--- config.mk ---
export PLATFORM = sky130hd
export DESIGN_NAME = flh_ctrl
export DESIGN_NICKNAME = d
export VERILOG_FILES = /design/src/verilog/flh_pkg.sv /design/src/verilog/flh_bus.sv /design/src/verilog/flh_ctrl.sv
export SDC_FILE = /design/constraint.sdc
export NUM_CORES = 1
export LEC_CHECK = 0
export BUFFER_PORTS_ARGS = -buffer_cell sky130_fd_sc_hd__buf_2
export CAP_MARGIN = 20
export CORE_MARGIN = 2
export CORE_UTILIZATION = 53
export CTS_CLUSTER_SIZE = 8
export DETAILED_ROUTE_END_ITERATION = 10
export PLACE_DENSITY = 0.79
export REMOVE_ABC_BUFFERS = 1
export SLEW_MARGIN = 10
export SYNTH_ARGS = -nofsm -noshare
export SYNTH_HDL_FRONTEND = slang
export SYNTH_SLANG_ARGS = --single-unit
--- constraint.sdc ---
create_clock -name clk_sys_i -period 13.13 [get_ports clk_sys_i]
set_input_delay 2.626 -clock clk_sys_i [delete_from_list [all_inputs] [get_ports clk_sys_i]]
set_output_delay 2.626 -clock clk_sys_i [all_outputs]
set_load 0.005 [all_outputs]
--- src/verilog/flh_pkg.sv ---
package flh_pkg;

  localparam int ADDR_W = 23;
  localparam int DATA_W = 16;
  localparam int CODE_W = 8;

  // Command codes on the user port
  typedef enum logic [2:0] {
    CMD_RESET,
    CMD_QUERY,
    CMD_AUTOSEL,
    CMD_CHIP,
    CMD_BLOCK,
    CMD_SUSP,
    CMD_RESUME,
    CMD_READ
  } flh_cmd_e;

  // Host model of the device mode
  typedef enum logic [3:0] {
    MD_READ,
    MD_AUTO,
    MD_QRY,
    MD_QRY_AUTO,
    MD_CHIP,
    MD_BTMO,
    MD_BERASE,
    MD_ESUSP,
    MD_ESUSP_AUX,
    MD_ERR
  } flh_mode_e;

  // Bus write data codes
  localparam logic [7:0] CD_UNLK1 = 8'hAA;
  localparam logic [7:0] CD_UNLK2 = 8'h55;
  localparam logic [7:0] CD_SETUP = 8'h80;
  localparam logic [7:0] CD_CHIP = 8'h10;
  localparam logic [7:0] CD_BLOCK = 8'h30;
  localparam logic [7:0] CD_SUSP = 8'hB0;
  localparam logic [7:0] CD_RESUME = 8'h30;
  localparam logic [7:0] CD_QUERY = 8'h98;
  localparam logic [7:0] CD_RESET = 8'hF0;
  localparam logic [7:0] CD_AUTO = 8'h90;

  // Unlock addresses
  localparam logic [ADDR_W-1:0] AD_UNLK1 = 23'h000555;
  localparam logic [ADDR_W-1:0] AD_UNLK2 = 23'h0002AA;

  // Sequence word indices
  localparam logic [2:0] IDX_FIRST = 3'h0;
  localparam logic [2:0] IDX_AUTO_LAST = 3'h2;
  localparam logic [2:0] IDX_SIXTH = 3'h5;
  localparam logic [2:0] IDX_SINGLE = 3'h6;

  // Status register error bit
  localparam int ST_ERR_BIT = 5;
  // Poll bit reads low in status, high in erased array
  localparam int ST_POLL_BIT = 7;

  // Timing
  localparam int CLK_NS = 10;
  localparam int T_WP_NS = 35;
  localparam int T_ACC_NS = 70;
  localparam int WP_CYC = (T_WP_NS + CLK_NS - 1) / CLK_NS;
  localparam int ACC_CYC = (T_ACC_NS + CLK_NS - 1) / CLK_NS;
  localparam int SYNC_CYC = 2;
  localparam int BLK_TMO_US = 50;
  localparam int BLK_TMO_CYC = BLK_TMO_US * 1000 / CLK_NS;

endpackage

--- src/verilog/flh_bus.sv ---
`timescale 1ns/1ns
module flh_bus #(
  parameter int WP_CYC = flh_pkg::WP_CYC,
  parameter int ACC_CYC = flh_pkg::ACC_CYC
) (
  input wire logic clk_sys_i,
  input wire logic rst_i,
  input wire logic start_i,
  input wire logic wr_i,
  input wire logic [flh_pkg::ADDR_W-1:0] addr_i,
  input wire logic [flh_pkg::DATA_W-1:0] wdata_i,
  output logic done_o,
  output logic [flh_pkg::DATA_W-1:0] rdata_o,
  output logic ce_n_o,
  output logic oe_n_o,
  output logic we_n_o,
  output logic [flh_pkg::ADDR_W-1:0] addr_o,
  output logic [flh_pkg::DATA_W-1:0] dq_o,
  output logic dq_oe_o,
  input wire logic [flh_pkg::DATA_W-1:0] dq_i
);

  initial begin
    if (WP_CYC < 1 || ACC_CYC < 1 || WP_CYC > 255 || ACC_CYC > 250) begin
      $error("flh_bus: strobe lengths out of range");
    end
  end

  typedef enum logic [1:0] {B_IDLE, B_SETUP, B_STROBE, B_RECOV} flh_bst_e;

  flh_bst_e st_q, st_d;
  logic [7:0] cnt_q, cnt_d;
  logic wr_q, wr_d;
  logic ce_n_q, ce_n_d, oe_n_q, oe_n_d, we_n_q, we_n_d;
  logic dq_oe_q, dq_oe_d, done_q, done_d;
  logic [flh_pkg::ADDR_W-1:0] addr_q, addr_d;
  logic [flh_pkg::DATA_W-1:0] dq_q, dq_d, rdata_q, rdata_d;
  logic [flh_pkg::DATA_W-1:0] dq_m_q, dq_s_q;

  always_comb begin
    st_d = st_q;
    cnt_d = cnt_q;
    wr_d = wr_q;
    ce_n_d = ce_n_q;
    oe_n_d = oe_n_q;
    we_n_d = we_n_q;
    dq_oe_d = dq_oe_q;
    addr_d = addr_q;
    dq_d = dq_q;
    rdata_d = rdata_q;
    done_d = 1'b0;
    unique case (st_q)
      B_IDLE: begin
        if (start_i) begin
          wr_d = wr_i;
          addr_d = addr_i;
          dq_d = wdata_i;
          dq_oe_d = wr_i;
          ce_n_d = 1'b0;
          st_d = B_SETUP;
        end
      end
      B_SETUP: begin
        we_n_d = !wr_q;
        oe_n_d = wr_q;
        // Read strobe covers access time plus input synchroniser
        cnt_d = wr_q ? 8'(WP_CYC - 1) : 8'(ACC_CYC + flh_pkg::SYNC_CYC - 1);
        st_d = B_STROBE;
      end
      B_STROBE: begin
        if (cnt_q == 8'h00) begin
          if (!wr_q) begin
            rdata_d = dq_s_q;
          end
          we_n_d = 1'b1;
          oe_n_d = 1'b1;
          st_d = B_RECOV;
        end else begin
          cnt_d = cnt_q - 8'h01;
        end
      end
      B_RECOV: begin
        ce_n_d = 1'b1;
        dq_oe_d = 1'b0;
        done_d = 1'b1;
        st_d = B_IDLE;
      end
    endcase
  end

  always_ff @(posedge clk_sys_i or posedge rst_i) begin
    if (rst_i) begin
      st_q <= B_IDLE;
      cnt_q <= 8'h00;
      wr_q <= 1'b0;
      ce_n_q <= 1'b1;
      oe_n_q <= 1'b1;
      we_n_q <= 1'b1;
      dq_oe_q <= 1'b0;
      addr_q <= '0;
      dq_q <= '0;
      rdata_q <= '0;
      done_q <= 1'b0;
      dq_m_q <= '0;
      dq_s_q <= '0;
    end else begin
      st_q <= st_d;
      cnt_q <= cnt_d;
      wr_q <= wr_d;
      ce_n_q <= ce_n_d;
      oe_n_q <= oe_n_d;
      we_n_q <= we_n_d;
      dq_oe_q <= dq_oe_d;
      addr_q <= addr_d;
      dq_q <= dq_d;
      rdata_q <= rdata_d;
      done_q <= done_d;
      dq_m_q <= dq_i;
      dq_s_q <= dq_m_q;
    end
  end

  assign done_o = done_q;
  assign rdata_o = rdata_q;
  assign ce_n_o = ce_n_q;
  assign oe_n_o = oe_n_q;
  assign we_n_o = we_n_q;
  assign addr_o = addr_q;
  assign dq_o = dq_q;
  assign dq_oe_o = dq_oe_q;

endmodule

--- src/verilog/flh_ctrl.sv ---
// Operation
// - Query write moves device to query mode; reads return info area.
// - Reset leaves query to prior mode; from auto-select reset again.
// - Chip erase is a six-write sequence setting unprotected blocks to one.
// - Clean finish returns read mode; after error reset clears it.
// - Hardware reset aborts chip erase; repeat the whole erase.
// - Block erase six writes; more blocks by repeating sixth write.
// - Suspend allows auto-select and query; reset before resume.
// - Extended block readable in suspend; exit it before resume.
// - Query is 98 at bank address; reset is F0, optionally unlocked.
// - Erases: unlock, 80, unlock, then 10 fixed or 30 at block.
// - Suspend is B0 and resume is 30, each at a bank address.
`timescale 1ns/1ns
module flh_ctrl #(
  parameter int BLK_TMO_CYC = flh_pkg::BLK_TMO_CYC
) (
  input wire logic clk_sys_i,
  input wire logic rst_i,
  input wire logic cmd_valid_i,
  input wire logic [2:0] cmd_i,
  input wire logic [flh_pkg::ADDR_W-1:0] addr_i,
  output logic ready_o,
  output logic done_o,
  output logic refused_o,
  output logic fail_o,
  output logic [flh_pkg::DATA_W-1:0] rdata_o,
  output logic [3:0] mode_o,
  output logic flash_ce_n_o,
  output logic flash_oe_n_o,
  output logic flash_we_n_o,
  output logic flash_rst_n_o,
  output logic [flh_pkg::ADDR_W-1:0] flash_addr_o,
  output logic [flh_pkg::DATA_W-1:0] flash_dq_o,
  output logic flash_dq_oe_o,
  input wire logic [flh_pkg::DATA_W-1:0] flash_dq_i,
  input wire logic flash_rb_i
);

  initial begin
    if (BLK_TMO_CYC < 1 || BLK_TMO_CYC > 32'h00FFFFFF) begin
      $error("flh_ctrl: BLK_TMO_CYC out of range");
    end
  end

  typedef enum logic [2:0] {
    S_IDLE, S_WRITE, S_WWAIT, S_READ, S_RWAIT, S_POLL, S_STAT, S_SWAIT
  } flh_st_e;

  localparam int AW = flh_pkg::ADDR_W;

  // Host-side acceptance table, mirrors what the device would honour
  function automatic logic legal(flh_pkg::flh_cmd_e c,
                                 flh_pkg::flh_mode_e m);
    unique case (c)
      flh_pkg::CMD_READ: legal = 1'b1;
      flh_pkg::CMD_RESET: legal = !(m inside {flh_pkg::MD_CHIP,
                                              flh_pkg::MD_BERASE});
      flh_pkg::CMD_QUERY: legal = m inside {flh_pkg::MD_READ,
        flh_pkg::MD_AUTO, flh_pkg::MD_ESUSP, flh_pkg::MD_ESUSP_AUX};
      flh_pkg::CMD_AUTOSEL: legal = m inside {flh_pkg::MD_READ,
                                              flh_pkg::MD_ESUSP};
      flh_pkg::CMD_CHIP: legal = m == flh_pkg::MD_READ;
      flh_pkg::CMD_BLOCK: legal = m inside {flh_pkg::MD_READ,
                                            flh_pkg::MD_BTMO};
      flh_pkg::CMD_SUSP: legal = m inside {flh_pkg::MD_BTMO,
                                           flh_pkg::MD_BERASE};
      flh_pkg::CMD_RESUME: legal = m == flh_pkg::MD_ESUSP;
    endcase
  endfunction

  function automatic flh_pkg::flh_mode_e next_mode(flh_pkg::flh_cmd_e c,
      flh_pkg::flh_mode_e m);
    next_mode = m;
    unique case (c)
      flh_pkg::CMD_RESET: begin
        unique case (m)
          flh_pkg::MD_QRY_AUTO: next_mode = flh_pkg::MD_AUTO;
          flh_pkg::MD_ESUSP_AUX: next_mode = flh_pkg::MD_ESUSP;
          flh_pkg::MD_ESUSP: next_mode = flh_pkg::MD_ESUSP;
          default: next_mode = flh_pkg::MD_READ;
        endcase
      end
      flh_pkg::CMD_QUERY: next_mode = (m == flh_pkg::MD_READ) ?
        flh_pkg::MD_QRY : (m == flh_pkg::MD_AUTO) ?
        flh_pkg::MD_QRY_AUTO : flh_pkg::MD_ESUSP_AUX;
      flh_pkg::CMD_AUTOSEL: next_mode = (m == flh_pkg::MD_READ) ?
        flh_pkg::MD_AUTO : flh_pkg::MD_ESUSP_AUX;
      flh_pkg::CMD_CHIP: next_mode = flh_pkg::MD_CHIP;
      flh_pkg::CMD_BLOCK: next_mode = flh_pkg::MD_BTMO;
      flh_pkg::CMD_SUSP: next_mode = flh_pkg::MD_ESUSP;
      flh_pkg::CMD_RESUME: next_mode = flh_pkg::MD_BERASE;
      flh_pkg::CMD_READ: next_mode = m;
    endcase
  endfunction

  // Address and code byte of one bus write of a sequence
  function automatic logic [AW+7:0] word(flh_pkg::flh_cmd_e c,
      logic [2:0] idx, logic [AW-1:0] a);
    unique case (idx)
      3'h0, 3'h3: word = {flh_pkg::AD_UNLK1, flh_pkg::CD_UNLK1};
      3'h1, 3'h4: word = {flh_pkg::AD_UNLK2, flh_pkg::CD_UNLK2};
      3'h2: word = (c == flh_pkg::CMD_AUTOSEL) ? {a, flh_pkg::CD_AUTO} :
                   {flh_pkg::AD_UNLK1, flh_pkg::CD_SETUP};
      3'h5: word = (c == flh_pkg::CMD_CHIP) ?
                   {flh_pkg::AD_UNLK1, flh_pkg::CD_CHIP} :
                   {a, flh_pkg::CD_BLOCK};
      default: begin
        unique case (c)
          flh_pkg::CMD_QUERY: word = {a, flh_pkg::CD_QUERY};
          flh_pkg::CMD_SUSP: word = {a, flh_pkg::CD_SUSP};
          flh_pkg::CMD_RESUME: word = {a, flh_pkg::CD_RESUME};
          default: word = {a, flh_pkg::CD_RESET};
        endcase
      end
    endcase
  endfunction

  flh_st_e st_q, st_d;
  flh_pkg::flh_mode_e mode_q, mode_d;
  flh_pkg::flh_cmd_e cmd_q, cmd_d, cmd_in;
  logic [2:0] idx_q, idx_d, last_q, last_d;
  logic [AW-1:0] addr_q, addr_d;
  logic [23:0] tmo_q, tmo_d;
  logic seen_q, seen_d, ready_q, ready_d, done_q, done_d;
  logic ref_q, ref_d, fail_q, fail_d, frst_n_q;
  logic [flh_pkg::DATA_W-1:0] rdata_q, rdata_d;
  logic rb_m_q, rb_s_q;
  logic take, erasing;
  logic bstart, bwr, bdone;
  logic [AW+7:0] bword;
  logic [flh_pkg::DATA_W-1:0] brdata;

  assign cmd_in = flh_pkg::flh_cmd_e'(cmd_i);
  assign take = cmd_valid_i && ready_q;
  assign erasing = mode_q inside {flh_pkg::MD_CHIP, flh_pkg::MD_BERASE};

  always_comb begin
    st_d = st_q;
    mode_d = mode_q;
    cmd_d = cmd_q;
    idx_d = idx_q;
    last_d = last_q;
    addr_d = addr_q;
    tmo_d = tmo_q;
    rdata_d = rdata_q;
    fail_d = fail_q;
    done_d = 1'b0;
    ref_d = 1'b0;
    bstart = 1'b0;
    bwr = 1'b0;
    bword = word(cmd_q, idx_q, addr_q);
    // Busy must be seen before ready can mean finished
    seen_d = erasing && (seen_q || !rb_s_q);
    if (mode_q == flh_pkg::MD_BTMO && tmo_q != 24'h000000) begin
      tmo_d = tmo_q - 24'h000001;
    end
    unique case (st_q)
      S_IDLE: begin
        if (take) begin
          if (!legal(cmd_in, mode_q)) begin
            ref_d = 1'b1;
          end else begin
            cmd_d = cmd_in;
            addr_d = addr_i;
            mode_d = next_mode(cmd_in, mode_q);
            idx_d = (cmd_in inside {flh_pkg::CMD_CHIP, flh_pkg::CMD_AUTOSEL})
                    ? flh_pkg::IDX_FIRST : flh_pkg::IDX_SINGLE;
            last_d = (cmd_in == flh_pkg::CMD_AUTOSEL) ?
                     flh_pkg::IDX_AUTO_LAST : (cmd_in == flh_pkg::CMD_CHIP) ?
                     flh_pkg::IDX_SIXTH : flh_pkg::IDX_SINGLE;
            if (cmd_in == flh_pkg::CMD_BLOCK) begin
              idx_d = (mode_q == flh_pkg::MD_BTMO) ? flh_pkg::IDX_SIXTH :
                      flh_pkg::IDX_FIRST;
              last_d = flh_pkg::IDX_SIXTH;
              tmo_d = 24'(BLK_TMO_CYC);
            end
            if (cmd_in == flh_pkg::CMD_RESET) begin
              fail_d = 1'b0;
            end
            st_d = (cmd_in == flh_pkg::CMD_READ) ? S_READ : S_WRITE;
          end
        end else if (erasing && seen_q && rb_s_q) begin
          st_d = S_STAT;
        end else if (mode_q == flh_pkg::MD_BTMO && tmo_q == 24'h000000) begin
          mode_d = flh_pkg::MD_BERASE;
        end
      end
      S_WRITE: begin
        bstart = 1'b1;
        bwr = 1'b1;
        st_d = S_WWAIT;
      end
      S_WWAIT: begin
        if (bdone) begin
          if (idx_q == last_q) begin
            st_d = (cmd_q == flh_pkg::CMD_SUSP) ? S_POLL : S_IDLE;
            done_d = cmd_q != flh_pkg::CMD_SUSP;
          end else begin
            idx_d = idx_q + 3'h1;
            st_d = S_WRITE;
          end
        end
      end
      S_READ, S_STAT: begin
        bstart = 1'b1;
        bword = {addr_q, 8'h00};
        st_d = (st_q == S_READ) ? S_RWAIT : S_SWAIT;
      end
      S_RWAIT: begin
        if (bdone) begin
          rdata_d = brdata;
          done_d = 1'b1;
          st_d = S_IDLE;
        end
      end
      S_POLL: begin
        if (rb_s_q) begin
          done_d = 1'b1;
          st_d = S_IDLE;
        end
      end
      S_SWAIT: begin
        if (bdone) begin
          // status decides read mode or error
          rdata_d = brdata;
          // Erased array reads all ones, so bit 5 alone is ambiguous
          fail_d = brdata[flh_pkg::ST_ERR_BIT] &&
                   !brdata[flh_pkg::ST_POLL_BIT];
          mode_d = fail_d ? flh_pkg::MD_ERR : flh_pkg::MD_READ;
          st_d = S_IDLE;
        end
      end
    endcase
    ready_d = st_d == S_IDLE;
  end

  always_ff @(posedge clk_sys_i or posedge rst_i) begin
    if (rst_i) begin
      st_q <= S_IDLE;
      mode_q <= flh_pkg::MD_READ;
      cmd_q <= flh_pkg::CMD_RESET;
      idx_q <= 3'h0;
      last_q <= 3'h0;
      addr_q <= '0;
      tmo_q <= 24'h000000;
      seen_q <= 1'b0;
      ready_q <= 1'b0;
      done_q <= 1'b0;
      ref_q <= 1'b0;
      fail_q <= 1'b0;
      rdata_q <= '0;
      rb_m_q <= 1'b0;
      rb_s_q <= 1'b0;
      // flash held in reset, aborting any erase
      frst_n_q <= 1'b0;
    end else begin
      st_q <= st_d;
      mode_q <= mode_d;
      cmd_q <= cmd_d;
      idx_q <= idx_d;
      last_q <= last_d;
      addr_q <= addr_d;
      tmo_q <= tmo_d;
      seen_q <= seen_d;
      ready_q <= ready_d;
      done_q <= done_d;
      ref_q <= ref_d;
      fail_q <= fail_d;
      rdata_q <= rdata_d;
      rb_m_q <= flash_rb_i;
      rb_s_q <= rb_m_q;
      frst_n_q <= 1'b1;
    end
  end

  flh_bus u_bus (
    .clk_sys_i(clk_sys_i),
    .rst_i(rst_i),
    .start_i(bstart),
    .wr_i(bwr),
    .addr_i(bword[AW+7:8]),
    .wdata_i({8'h00, bword[7:0]}),
    .done_o(bdone),
    .rdata_o(brdata),
    .ce_n_o(flash_ce_n_o),
    .oe_n_o(flash_oe_n_o),
    .we_n_o(flash_we_n_o),
    .addr_o(flash_addr_o),
    .dq_o(flash_dq_o),
    .dq_oe_o(flash_dq_oe_o),
    .dq_i(flash_dq_i)
  );

  assign ready_o = ready_q;
  assign done_o = done_q;
  assign refused_o = ref_q;
  assign fail_o = fail_q;
  assign rdata_o = rdata_q;
  assign mode_o = mode_q;
  assign flash_rst_n_o = frst_n_q;
endmodule

==> impl_metrics.py <==
metrics = {
    "final_layout": {
        "multi_input_area_um2": 3140,
        "area_growth_pct": 15.6,
        "regArea_um2": 4530,
        "diodes": 0,
        "drive_gt1_frac": 0.266,
        "finalNetCount": 874,
        "layout_commonest_cell": "dfrtp_1",
        "fill_cells": 1188,
        "layout_common_cells": "178 x dfrtp_1, 105 x buf_2, 89 x nand2_1",
    },
    "yosys": {
        "ys_warn_count": 0,
        "synthFlopType": "dfrtp_1",
        "netlist_top_cells_area": "dfrtp_1 56%, mux2_2 7.5%, nand2_1 4.2%, nor2_1 3.2%, a21oi_1 2.2%",
        "syn_inst": 717,
        "synth_top_area_frac": 0.563,
        "syn_area_um2": 7910,
        "yosysSeqAreaShare": 0.573,
        "synth_edf_count": 0,
        "ys_ff_latch": 181,
        "synthArstFlopShare": 1.00,
        "syn_avg_cell_area_um2": 11.0,
        "synth_largest_area_cell": "dfrtp_1",
        "ys_types": 68,
    },
    "sta": {
        "finalMaxSlewViolations": 0,
        "tightest_slew_ns": 1.11,
        "setup_viol": 0,
        "timing.final.crit_share": 0.349,
        "setup_tns_ns": 0,
        "min_period_ns": 4.58,
        "hold_viol_final": 0,
        "slew-limit-headroom": 0.262,
        "skew_ns": 0.00606,
        "rsz0062_at_grt": "no",
        "fmax_ghz": 0.218,
    },
    "grt": {
        "grt_pass1_vias": 5354,
        "grt_overflow": 0,
        "grt_util_all_layers": 0.210,
        "grt_max_degree": 111,
        "antenna_found_initial": 0,
        "grt_pass1_wl_mm": 26.8,
    },
    "clock_tree": {
        "cts_inserted_buffers": 17,
        "clk-insertion-delay-late_ns": 0.43,
        "htreeDepth": 4,
        "ctsResizeCount": 0,
        "cts_buffer_depth": 2,
        "clk_pin_slew_worst_paths_ns": 0.07,
        "cts_tree": "built",
        "cts_setup_buffers": 0,
        "cts_sinks": 181,
        "clock-root-buffer": "clkbuf_16",
        "ctsHoldBuffers": 0,
    },
    "drt": {
        "drc": 0,
        "post_drt_wl_per_cell_um": 15.9,
        "vias_per_cell": 5.50,
        "vias": 5559,
        "drt-initial-drc-count": 382,
        "firstDrtPassIters": 5,
        "detail-route-antenna-nets": 0,
        "drt_wl_total_mm": 16.1,
    },
    "hold_path": {
        "min-delay-path-class": "flip-flop to flip-flop",
        "hold_depth": 0,
        "whs_endpoint": "u_bus.dq_s_q[3]$_DFF_PP0_",
        "min_from": "u_bus.dq_m_q[3]$_DFF_PP0_",
    },
    "critical_path": {
        "r2r_slack_ns": 10.18,
        "r2r_start": "tmo_q[3]$_DFF_PP0_",
        "crit_fanout": 16,
        "startpoint_type": "primary input",
        "crit-reg2reg-capture": "tmo_q[10]$_DFF_PP0_",
        "crit_arrival_ns": 4.84,
        "reg2reg_depth": 6,
        "critPathKind": "primary input to flip-flop",
        "cp.required_ns": 13.39,
        "end_kind": "flip-flop",
    },
    "floorplan": {
        "rows": 44,
        "start_util": 0.544,
        "die_h_um": 126,
        "dieArea_um2": 15900,
        "core_um2": 14500,
        "io-pin-count": 114,
        "die_w_um": 126,
    },
    "power_and_ir_drop": {
        "p_leak_nw": 4.38,
        "total_power_mw": 1.09,
        "powerDensity_nw_per_um2": 119,
        "ir_drop_v": 0.0000986,
    },
    "placement": {
        "dpl.hpwl_mm": 10.6,
        "gp_congestion": 0.878,
        "port_buffers": 105,
    },
    "outcome": {
        "status": "completed",
    },
    "run": {
        "drv_cap": 0,
    },
}
-- per-stage QoR --
step	hold slack [ns]	util	area [um^2]	setup slack, ns	instances
3_5_place_dp	0.335	0.587	8530	8.24	977
6_report	0.349	0.629	9140	8.55	1011
3_3_place_gp	0.332	0.587	8530	8.32	977
4_1_cts	0.350	0.627	9120	8.58	1009
5_1_grt	0.357	0.629	9140	8.46	1011
2_1_floorplan	0.331	-	7730	5.59	684
-- cells by family (layout without fill, tap and decap cells) --
group	count (synthesis)	after routing	synth area share
AND/OR/NAND/NOR	271	271	0.167
other	2	9	0.000949
flip-flops	181	181	0.573
multiplexers	65	65	0.0970
XOR/XNOR	25	25	0.0277
AO/OA/AOI/OAI	101	101	0.0778
buffers and inverters	58	161	0.0345
adder cells (fa/ha/maj)	14	14	0.0221
-- registers in the layout, indices dropped and copies added (netlist names), 4 cells and up --
| register | count |
|---|---|
| u_bus.cnt_q | 8 |
| u_bus.dq_m_q | 16 |
| rdata_o | 16 |
| u_bus.dq_s_q | 16 |
| u_bus.dq_o | 7 |
| tmo_q | 24 |
| mode_o | 4 |
| u_bus.addr_o | 23 |
| u_bus.rdata_o | 16 |
| addr_q | 23 |
-- cell type report --
cell class / instances / area share
clock buffers: 19 / 0.0484
clock inverters: 13 / 0.0153
inverters: 18 / 0.00794
multi-input cells: 485 / 0.344
flip-flops and latches: 181 / 0.496
well taps: 184 / 0.0252
repair buffers: 111 / 0.0636
-- report_power, final --
part	total [mW]	internal [mW]	switching, mW
logic	0.0253	0.00749	0.0178
clock network	0.499	0.273	0.225
registers	0.565	0.563	0.00170
-- cells in the mapped netlist (all sizes together) (3+ instances only) --
master and instances:
nor3 9, nand2b 3, mux2 63, nor3b 7, nand4 5, inv 18, xnor2 8, a31oi 7
o31ai 3, nand2 90, a21oi 35, ha 14, nor4 4, or4 7, nor2b 13, o21ai 25
nor4b 3, dfrtp 178, xor2 17, clkbuf 25, nor2 68, or3 3, or2 3, buf 15
a211oi 4, dfstp 3, nand3b 4, o22ai 3, nand3 34, and3 6
-- how the worst max path moves through the flow --
stage / end / cells after the start / start / slack [ns]
2_1_floorplan: addr_q[0]$_DFFE_PP0P_ / 1 / rst_i / 5.59
3_3_place_gp: tmo_q[1]$_DFF_PP0_ / 8 / cmd_i[0] / 8.32
3_5_place_dp: tmo_q[1]$_DFF_PP0_ / 8 / cmd_i[0] / 8.24
4_1_cts: tmo_q[1]$_DFF_PP0_ / 8 / cmd_i[0] / 8.58
5_1_grt: tmo_q[1]$_DFF_PP0_ / 8 / cmd_i[0] / 8.46
6_report: tmo_q[1]$_DFF_PP0_ / 8 / cmd_i[0] / 8.55
-- critical path, stage by stage --
cell and delay, ns:
buf_2 0.19, nor3b_1 0.70, o21ai_0 0.16, nand3_1 0.18
or2_2 0.20, nor2b_1 0.42, buf_4 0.28, a211oi_1 0.07
-- per-layer routing --
layer | track usage | wire (um) | up-vias
met2 | 0.332 | 7720 | 187
met5 | 0 | 0 | -
met1 | 0.291 | 7170 | 2691
met3 | 0.0556 | 944 | 27
met4 | 0.0588 | 249 | 0
li1 | - | - | 2654
(Power assumes the default switching activity.)
